===== config.mk =====
export PLATFORM = sky130hd
export DESIGN_NAME = vcw_top
export DESIGN_NICKNAME = d
export VERILOG_FILES = /design/src/core/vcw_pkg.sv /design/src/core/vcw_clamp.sv /design/src/core/vcw_sync.sv /design/src/core/vcw_top.sv
export VERILOG_INCLUDE_DIRS = /design/src /design/src/core
export SDC_FILE = /design/constraint.sdc
export NUM_CORES = 1
export LEC_CHECK = 0
export BUFFER_PORTS_ARGS = -buffer_cell sky130_fd_sc_hd__clkbuf_2
export CORE_MARGIN = 2
export CORE_UTILIZATION = 50
export DETAILED_ROUTE_END_ITERATION = 10
export MAX_ROUTING_LAYER = met4
export PLACE_DENSITY = 0.73
export SETUP_SLACK_MARGIN = 0.15
export SLEW_MARGIN = 20
export SYNTH_ARGS = -nofsm -noshare
export SYNTH_HDL_FRONTEND = slang
export SYNTH_SLANG_ARGS = --single-unit

===== constraint.sdc =====
create_clock -name i_clk_sys -period 2.9 [get_ports i_clk_sys]
set_clock_uncertainty 0.2 [all_clocks]
set_input_delay 0.435 -clock i_clk_sys [delete_from_list [all_inputs] [get_ports i_clk_sys]]
set_output_delay 0.435 -clock i_clk_sys [all_outputs]
set_load 0.03 [all_outputs]

===== src/core/vcw_cfg.svh =====
/*
  Constants of the output-code window clamp: register offsets, field
  positions, the limits reset value and status bit positions.
  Assumes it is included by bare name from every design file that needs it.
*/
`ifndef VCW_CFG_SVH
`define VCW_CFG_SVH

// register offsets on the plain register port
`define VCW_ADDR_HIGH_SEL 8'h10
`define VCW_ADDR_LOW_SEL 8'h11
`define VCW_ADDR_LIMITS 8'h1e
`define VCW_ADDR_STATUS 8'h1f
`define VCW_ADDR_EFFECTIVE 8'h20

// limit register fields, code field top bit and limits reset value
`define VCW_UPPER_MSB 7
`define VCW_UPPER_LSB 4
`define VCW_LOWER_MSB 3
`define VCW_LOWER_LSB 0
`define VCW_CODE_MSB 6
`define VCW_LIMITS_RESET 8'hf0

// low bits appended to each limit to form the bound codes
`define VCW_UPPER_FILL 3'h7
`define VCW_LOWER_FILL 3'h0

// status register bits
`define VCW_STAT_SEL 0
`define VCW_STAT_HIGH 1
`define VCW_STAT_LOW 2
`define VCW_STAT_INV 3

`define VCW_SYNC_STAGES 2

`endif


===== src/core/vcw_pkg.sv =====
/*
  Types shared by the output-code window clamp.
  Assumes nothing beyond a SystemVerilog compiler.
*/
package vcw_pkg;

  typedef logic [6:0] vcw_code_type;
  typedef logic [7:0] vcw_byte_type;

  // upper limit in the high nibble, lower limit in the low nibble
  typedef struct packed {
    logic [3:0] upper;
    logic [3:0] lower;
  } vcw_limits_type;

  typedef struct packed {
    vcw_code_type high_code;
    vcw_code_type low_code;
    vcw_limits_type limits;
  } vcw_settings_type;

  typedef struct packed {
    vcw_code_type code;
    logic clamp_high;
    logic clamp_low;
    logic inverted;
  } vcw_result_type;

endpackage


===== src/core/vcw_clamp.sv =====
/*
  Combinational window clamp of the selected output-voltage code.
  Assumes settings and select are already in the clock domain of the caller.
*/
`timescale 1ns/1ps
`default_nettype none
`include "vcw_cfg.svh"

module vcw_clamp (
  input wire logic i_select,
  input wire vcw_pkg::vcw_settings_type i_settings,
  output vcw_pkg::vcw_result_type o_result
);

  vcw_pkg::vcw_code_type chosen;
  vcw_pkg::vcw_code_type upper_bound;
  vcw_pkg::vcw_code_type lower_bound;

  always_comb begin
    chosen = i_select ? i_settings.high_code : i_settings.low_code;
    upper_bound = {i_settings.limits.upper, `VCW_UPPER_FILL};
    lower_bound = {i_settings.limits.lower, `VCW_LOWER_FILL};
    o_result.clamp_high = 1'b0;
    o_result.clamp_low = 1'b0;
    o_result.inverted = lower_bound > upper_bound;
    // upper test first: a code above the upper and below the lower bound takes the upper bound
    if (chosen > upper_bound) begin
      o_result.code = upper_bound;
      o_result.clamp_high = 1'b1;
    end else if (chosen < lower_bound) begin
      o_result.code = lower_bound;
      o_result.clamp_low = 1'b1;
    end else begin
      o_result.code = chosen;
    end
  end

endmodule

`default_nettype wire


===== src/core/vcw_sync.sv =====
/*
  Two-stage synchroniser for levels that arrive from outside the clock domain.
  Assumes the input is a level held for at least two clock cycles.
*/
`timescale 1ns/1ps
`default_nettype none
`include "vcw_cfg.svh"

module vcw_sync #(
  parameter int WIDTH = 1
) (
  input wire logic i_clk_sys,
  input wire logic i_rst,
  input wire logic [WIDTH-1:0] i_async,
  output logic [WIDTH-1:0] o_sync
);

  // refused at elaboration, before any logic is built
  if (WIDTH < 1) begin : g_bad_width
    $error("vcw_sync: WIDTH must be at least 1");
  end

  logic [WIDTH-1:0] stage [`VCW_SYNC_STAGES];
  logic [WIDTH-1:0] next_stage [`VCW_SYNC_STAGES];

  // first stage feeds only the second
  always_comb begin
    next_stage[0] = i_async;
    for (int i = 1; i < `VCW_SYNC_STAGES; i++) begin
      next_stage[i] = stage[i-1];
    end
  end

  always_ff @(posedge i_clk_sys or posedge i_rst) begin
    if (i_rst) begin
      for (int i = 0; i < `VCW_SYNC_STAGES; i++) begin
        stage[i] <= '0;
      end
    end else begin
      stage <= next_stage;
    end
  end

  assign o_sync = stage[`VCW_SYNC_STAGES-1];

endmodule

`default_nettype wire


===== src/core/vcw_top.sv =====
/*
  Output-voltage code window clamp: two stored codes, a select pin, and a
  software window that bounds the code handed to the regulator.
  Assumes a register master on the same clock with one-cycle strobes, and a
  select pin that is asynchronous to i_clk_sys.
*/
// Chosen here: the address-and-strobe port and the placing of the registers.
// How it works
// limits confine effective code, scaling cannot escape
// pin low, code above window: upper bound
// pin high, code above window: upper bound
// pin low, code below window: lower bound
// pin high, code below window: lower bound
// inside window, selected code passes unchanged
// any input change re-evaluates clamp; registered output follows a write in two edges, a pin change in three
`timescale 1ns/1ps
`default_nettype none
`include "vcw_cfg.svh"

module vcw_top #(
  parameter int ADDR_W = 8,
  parameter vcw_pkg::vcw_code_type RESET_HIGH_CODE = 7'h40,
  parameter vcw_pkg::vcw_code_type RESET_LOW_CODE = 7'h20
) (
  input wire logic i_clk_sys,
  input wire logic i_rst,
  input wire logic i_output_setting_select_pin,
  input wire logic [ADDR_W-1:0] i_addr,
  input wire vcw_pkg::vcw_byte_type i_wr_data,
  input wire logic i_wr,
  input wire logic i_rd,
  output vcw_pkg::vcw_byte_type o_rd_data,
  output vcw_pkg::vcw_code_type o_vout_code,
  output logic o_clamp_high,
  output logic o_clamp_low,
  output logic o_window_inverted
);

  // refused at elaboration: narrower buses cannot reach the effective-code register
  if (ADDR_W < 6 || ADDR_W > 16) begin : g_bad_addr_w
    $error("vcw_top: ADDR_W must lie between 6 and 16");
  end

  // address decode
  logic hit_high;
  logic hit_low;
  logic hit_limits;
  logic hit_status;
  logic hit_effective;

  always_comb begin
    hit_high = i_addr == ADDR_W'(`VCW_ADDR_HIGH_SEL);
    hit_low = i_addr == ADDR_W'(`VCW_ADDR_LOW_SEL);
    hit_limits = i_addr == ADDR_W'(`VCW_ADDR_LIMITS);
    hit_status = i_addr == ADDR_W'(`VCW_ADDR_STATUS);
    hit_effective = i_addr == ADDR_W'(`VCW_ADDR_EFFECTIVE);
  end

  // select pin comes from a board pin, so it is synchronised first
  logic select_sync;

  vcw_sync #(
    .WIDTH(1)
  ) u_select_sync (
    .i_clk_sys(i_clk_sys),
    .i_rst(i_rst),
    .i_async(i_output_setting_select_pin),
    .o_sync(select_sync)
  );

  // stored settings
  vcw_pkg::vcw_settings_type settings;
  vcw_pkg::vcw_settings_type next_settings;

  always_comb begin
    next_settings = settings;
    if (i_wr) begin
      if (hit_high) begin
        next_settings.high_code = i_wr_data[`VCW_CODE_MSB:0];
      end
      if (hit_low) begin
        next_settings.low_code = i_wr_data[`VCW_CODE_MSB:0];
      end
      if (hit_limits) begin
        next_settings.limits.upper = i_wr_data[`VCW_UPPER_MSB:`VCW_UPPER_LSB];
        next_settings.limits.lower = i_wr_data[`VCW_LOWER_MSB:`VCW_LOWER_LSB];
      end
    end
  end

  always_ff @(posedge i_clk_sys or posedge i_rst) begin
    if (i_rst) begin
      settings.high_code <= RESET_HIGH_CODE;
      settings.low_code <= RESET_LOW_CODE;
      settings.limits <= vcw_pkg::vcw_limits_type'(`VCW_LIMITS_RESET);
    end else begin
      settings <= next_settings;
    end
  end

  // clamp is purely combinational, so every change of settings or of the synchronised select is seen the next edge
  vcw_pkg::vcw_result_type result;

  vcw_clamp u_clamp (
    .i_select(select_sync),
    .i_settings(settings),
    .o_result(result)
  );

  // regulator-facing outputs
  vcw_pkg::vcw_code_type next_vout_code;
  logic next_clamp_high;
  logic next_clamp_low;
  logic next_window_inverted;

  always_comb begin
    next_vout_code = result.code;
    next_clamp_high = result.clamp_high;
    next_clamp_low = result.clamp_low;
    next_window_inverted = result.inverted;
  end

  always_ff @(posedge i_clk_sys or posedge i_rst) begin
    if (i_rst) begin
      o_vout_code <= RESET_LOW_CODE;
      o_clamp_high <= 1'b0;
      o_clamp_low <= 1'b0;
      o_window_inverted <= 1'b0;
    end else begin
      o_vout_code <= next_vout_code;
      o_clamp_high <= next_clamp_high;
      o_clamp_low <= next_clamp_low;
      o_window_inverted <= next_window_inverted;
    end
  end

  // read port: data stands one cycle after the strobe and reads zero otherwise
  vcw_pkg::vcw_byte_type status_word;
  vcw_pkg::vcw_byte_type next_rd_data;

  always_comb begin
    status_word = '0;
    status_word[`VCW_STAT_SEL] = select_sync;
    status_word[`VCW_STAT_HIGH] = o_clamp_high;
    status_word[`VCW_STAT_LOW] = o_clamp_low;
    status_word[`VCW_STAT_INV] = o_window_inverted;
    next_rd_data = '0;
    if (i_rd) begin
      if (hit_high) begin
        next_rd_data = {1'b0, settings.high_code};
      end else if (hit_low) begin
        next_rd_data = {1'b0, settings.low_code};
      end else if (hit_limits) begin
        next_rd_data = vcw_pkg::vcw_byte_type'(settings.limits);
      end else if (hit_status) begin
        next_rd_data = status_word;
      end else if (hit_effective) begin
        next_rd_data = {1'b0, o_vout_code};
      end
    end
  end

  always_ff @(posedge i_clk_sys or posedge i_rst) begin
    if (i_rst) begin
      o_rd_data <= '0;
    end else begin
      o_rd_data <= next_rd_data;
    end
  end

  // assertion helpers, computed apart from the clamp module
  vcw_pkg::vcw_code_type chk_upper;
  vcw_pkg::vcw_code_type chk_lower;
  logic low_above;
  logic low_below;
  logic high_above;
  logic high_below;
  logic window_crossed;
  logic hit_any;
  vcw_pkg::vcw_code_type wr_code;
  vcw_pkg::vcw_byte_type limits_word;
  vcw_pkg::vcw_byte_type status_expect;

  always_comb begin
    chk_upper = {settings.limits.upper, `VCW_UPPER_FILL};
    chk_lower = {settings.limits.lower, `VCW_LOWER_FILL};
    low_above = settings.low_code > chk_upper;
    low_below = settings.low_code < chk_lower;
    high_above = settings.high_code > chk_upper;
    high_below = settings.high_code < chk_lower;
    window_crossed = chk_lower > chk_upper;
    hit_any = hit_high || hit_low || hit_limits || hit_status || hit_effective;
    wr_code = i_wr_data[`VCW_CODE_MSB:0];
    limits_word = {settings.limits.upper, settings.limits.lower};
    // built apart from the read mux so a swapped status bit shows up
    status_expect = {4'h0, o_window_inverted, o_clamp_low, o_clamp_high, select_sync};
  end
endmodule

`default_nettype wire


# Word-level counts from Yosys, hierarchy flattened
# Cells that the tools add are included.
classes:
  add_sub_neg: 0
  n_mul: 0
  n_div: 0
  magnitude_cmp: 3
  eq_ne: 5
  shift: 0
  muxes: 12
  n_bitwise: 0
  n_reduce_logical: 3
op_table:
  columns: ["operator", "n"]
  rows:
  - ["7-bit two-way mux", 5]
  - ["8-bit by 5-bit == test with 1-bit output (second input constant)", 4]
  - ["8-bit two-way mux", 4]
  - ["7-bit greater-than comparator", 2]
  - ["8-bit by 6-bit == test with 1-bit output (second input constant)", 1]
  - ["7-bit < comparator", 1]
  - ["2-bit AND reduction", 3]
  - ["1-bit two-way mux", 3]
totals:
  reg_bits: 42
  latch_bits: 0
  mem_bits_rw: 0
  romBits: 0
  input_bits: 21
  wordCells: 34
  mem_count: 0

# Longest topological paths before layout
logic_depth:
  depth_word: 7
  mapped_depth: 9
  mapped_depth_nobuf: 7

# By module
# A second synthesis with hierarchy kept.
hier_totals:
  hier_cells: 196
  hier_area_um2: 2328.5
modules_own_cells:
  columns: ["module", "instances", "cells_per_inst", "area_per_inst_um2", "seq_area_each_um2"]
  rows:
  - ["vcw_top", 1, 127, 1761.7, 1009.7]
  - ["vcw_clamp", 1, 66, 513.0, 0.0]
  - ["vcw_sync", 1, 3, 53.8, 50.0]

# Least setup slack after synthesis
# No wires, ideal clock.
synth_timing:
  path_kind: "flip-flop to flip-flop"
  start: "reg u_select_sync.stage, in the netlist u_select_sync.o_sync"
  end: "reg o_vout_code[6]"
  setup_time_ns: 0.079
  arrival_time_ns: 1.979
  t_required_ns: 2.621
  path_slack_ns: 0.641
  stages_incl_launch_ff: 9
  synth_period_minus_slack_ns: 2.259
  path_cell_list: "dfrtp_1 > buf_6 > mux2_2 > ha_1 > nand2_1 > a2111oi_2 > or2_1 > buf_6 > mux2i_1"
synth_lines:
  columns: ["item", "line_no", "rtl"]
  rows:
  - ["start: declaration", "vcw_sync.sv:23", "logic [WIDTH-1:0] stage [`VCW_SYNC_STAGES];"]
  - ["start signal: assignment", "vcw_sync.sv:40", "stage <= next_stage;"]
  - ["end signal: assignment", "vcw_top.sv:130", "o_vout_code <= next_vout_code;"]
  - ["end: declaration", "vcw_top.sv:33", "output vcw_pkg::vcw_code_type o_vout_code,"]

==> qor.csv <==
metric;value;unit
Initial Util;51.3;%
Setup Fix Bufs, Post-CTS;0;
syn_area_per_cell;11.6;sq um
Synth Area in Adders;5.64;%
first drt pass iteration count;4;
Sink Count;42;
Clock power frac;30.9;%
max cap viols;0;
initial antenna violation count;0;
latest clock arrival within the worst-skew pair;0.29;ns
first-pass GRT wire length;8.85;mm
mux share of post-synthesis cell area;16.3;%
combinational power share;20.8;%
hold_buf cts;0;
switching part of the total;29.9;%
post-DP HPWL;3.84;mm
Critical Path End Type;register;
gpl congestion;0.912;
Die Height;70.6;um
Final setup viols;0;
Final ANT Viol Nets;0;
Cell variety after synth;35;
fin crit period;2.49;ns
crit start category;register;
layout cells sized above 1;40.8;%
top post-synthesis cells by area;dfrtp_1 (39%), mux2_2 (13%), dfstp_2 (8.3%);
TritonCTS Buffers;5;
Post-Syn Nets;222;
Static Leak;1.29;nW
Vias;1722;
Post-Syn Area;2220;sq um
clk root buf;clkbuf_8;
pwr dens;542;nW/um^2
most frequent cells in the layout;clkbuf_2 (38), dfrtp_1 (34), mux2_2 (25), inv_1 (16), a21oi_1 (11);
Worst EP required;2.92;ns
synth warn;0;
Final Slew Violations;0;
Layout area overhead;17.0;%
gr ovfl total;0;
Hold Slack;0.0358;ns
compound-gate portion of the synthesized area;15.5;%
Reg power frac;48.4;%
number of global-route vias before repair;1766;
Final Cycle Share;85.9;%
Die Wd;70.6;um
unrepaired setup endpoints after global routing;false;
clk buf depth;2;
io pins;39;
cell row count;24;
CTS clk-pin slew, worst paths;0.08;ns
GR Util All Layers;24.0;%
Worst Path Max Fanout;10;
IO Port Bufs;38;
achievable clock frequency;402;MHz
DRT Wirelength;5.14;mm
CTS tree;done;
final hold violations;0;
final setup TNS;0;ns
n_diodes;0;
xor/xnor cell area share of the yosys netlist;0;%
status;complete, no violations;
DRC viols;0;
Pint;0.986;mW
Worst slew margin;43.1;%
sequential share of the synthesized area;47.8;%
vias per inst;5.94;
top-area cell type share of the netlist area;39.5;%
critical path data arrival time;2.51;ns
HP Class;input port to asynchronous set/reset pin;
Net Sw Power;0.421;mW
Avg WL per Cell;17.7;um
critical path class;register to register;
VDD IR max;0.357;mV
pin count of the biggest net entering global routing;43;
post-synthesis register bit count;42;
most common cell after layout, fill and taps aside;clkbuf_2;
largest family of logic cells by synthesized area;multiplexers;
Post-CTS Resized;0;
Synth Area in Simple Gates;10.4;%
die area;4990;sq um
core area;4320;sq um
top cell type by total area after synthesis;dfrtp_1;
initial DRC count;185;
htree depth;2;
fin cells;290;
Mapped Cells;191;
worst-margin pin slew;0.842;ns
placed cells;282;
Layout Nets;268;
Total Power;1.41;mW
worst paths after layout:
kind / from / endpoint / slack [ns] / cells after the start
worst min-delay path: i_rst / o_rd_data[7] / 0.04 / 3
worst max-delay path: u_select_sync.o_sync / o_vout_code[6] / 0.41 / 6
worst min register to register: u_select_sync.next_stage[0] / u_select_sync.o_sync / 0.17 / 0
min in group i_clk_sys: i_output_setting_select_pin / u_select_sync.next_stage[0] / 0.04 / 1
worst max register to register: u_select_sync.o_sync / o_vout_code[6] / 0.41 / 6
max in group asynchronous: i_rst / u_select_sync.o_sync / 2.07 / 3
area by class of cell:
class / instances / area [sq um]
clock buffer: 8 / 110
timing repair buffer: 44 / 235
inverter: 16 / 60.1
multi-input combinational: 128 / 1060
fill: 382 / 1730
tap: 52 / 65.1
sequential: 42 / 1060
layer usage:
metal  wire [um]  up-vias  global-route usage (%)
li1            -      813                       -
met1        2120      837                    29.5
met2        2490       59                    37.8
met3         374       13                    6.70
met4         148        0                    9.22
met5           0        -                       -
worst max-delay path, stage by stage (launching register included):
cell and delay, ns:
dfrtp_2 0.50, mux2_2 0.40, ha_1 0.30, nand2_1 0.09
a2111oi_2 0.46, or2_4 0.27, mux2i_1 0.19
sequential cells by signal, indices dropped and copies added (netlist names):
signal,flops
settings,14
o_rd_data,8
o_vout_code,7
chk_lower,4
chk_upper,4
o_clamp_high,1
o_clamp_low,1
o_window_inverted,1
u_select_sync.next_stage,1
u_select_sync.o_sync,1
per-stage QoR:
stage               cell area (sq um)  util (%)  worst slack, ns
floorplan                        2220         -            0.641
global placement                 2480      57.4            0.325
detailed placement               2480      57.4            0.250
CTS                              2590      59.9            0.245
global route                     2590      60.0            0.236
finish                           2590      60.0            0.410
synthesized netlist by cell type, drive strengths merged:
cell      n
o21a      1
and2      2
mux2i     8
nand4     5
a21o      2
o221a     4
buf       5
or4b      1
nand2     8
a31oi     2
mux2     25
nor2      1
o22ai     7
a21oi    11
a31o      2
o211ai    5
and3      4
a22oi     8
nand3b    1
ha       10
or2       1
dfrtp    35
nand4b    1
inv      16
nand3     3
dfstp     7
nor4b     2
a2111oi   1
o21ai     7
nor2b     3
nor3      2
or3       1
cells by family after synthesis:
| family | count (synthesis) |
|---|---|
| AOI/OAI and AO/OA | 50 |
| adders and majority gates | 10 |
| buffers and inverters | 21 |
| DFF | 42 |
| muxes | 33 |
| and+or+nand+nor | 35 |
power by group through the flow:
stage               clock, mW  combinational, mW  sequential [mW]
floorplan                   0              0.141            0.742
global placement            0              0.283            0.692
detailed placement          0              0.289            0.692
CTS                     0.443              0.289            0.680
global route            0.475              0.319            0.687
finish                  0.435              0.292            0.680
Note: power is estimated with default switching activity, not from simulation.
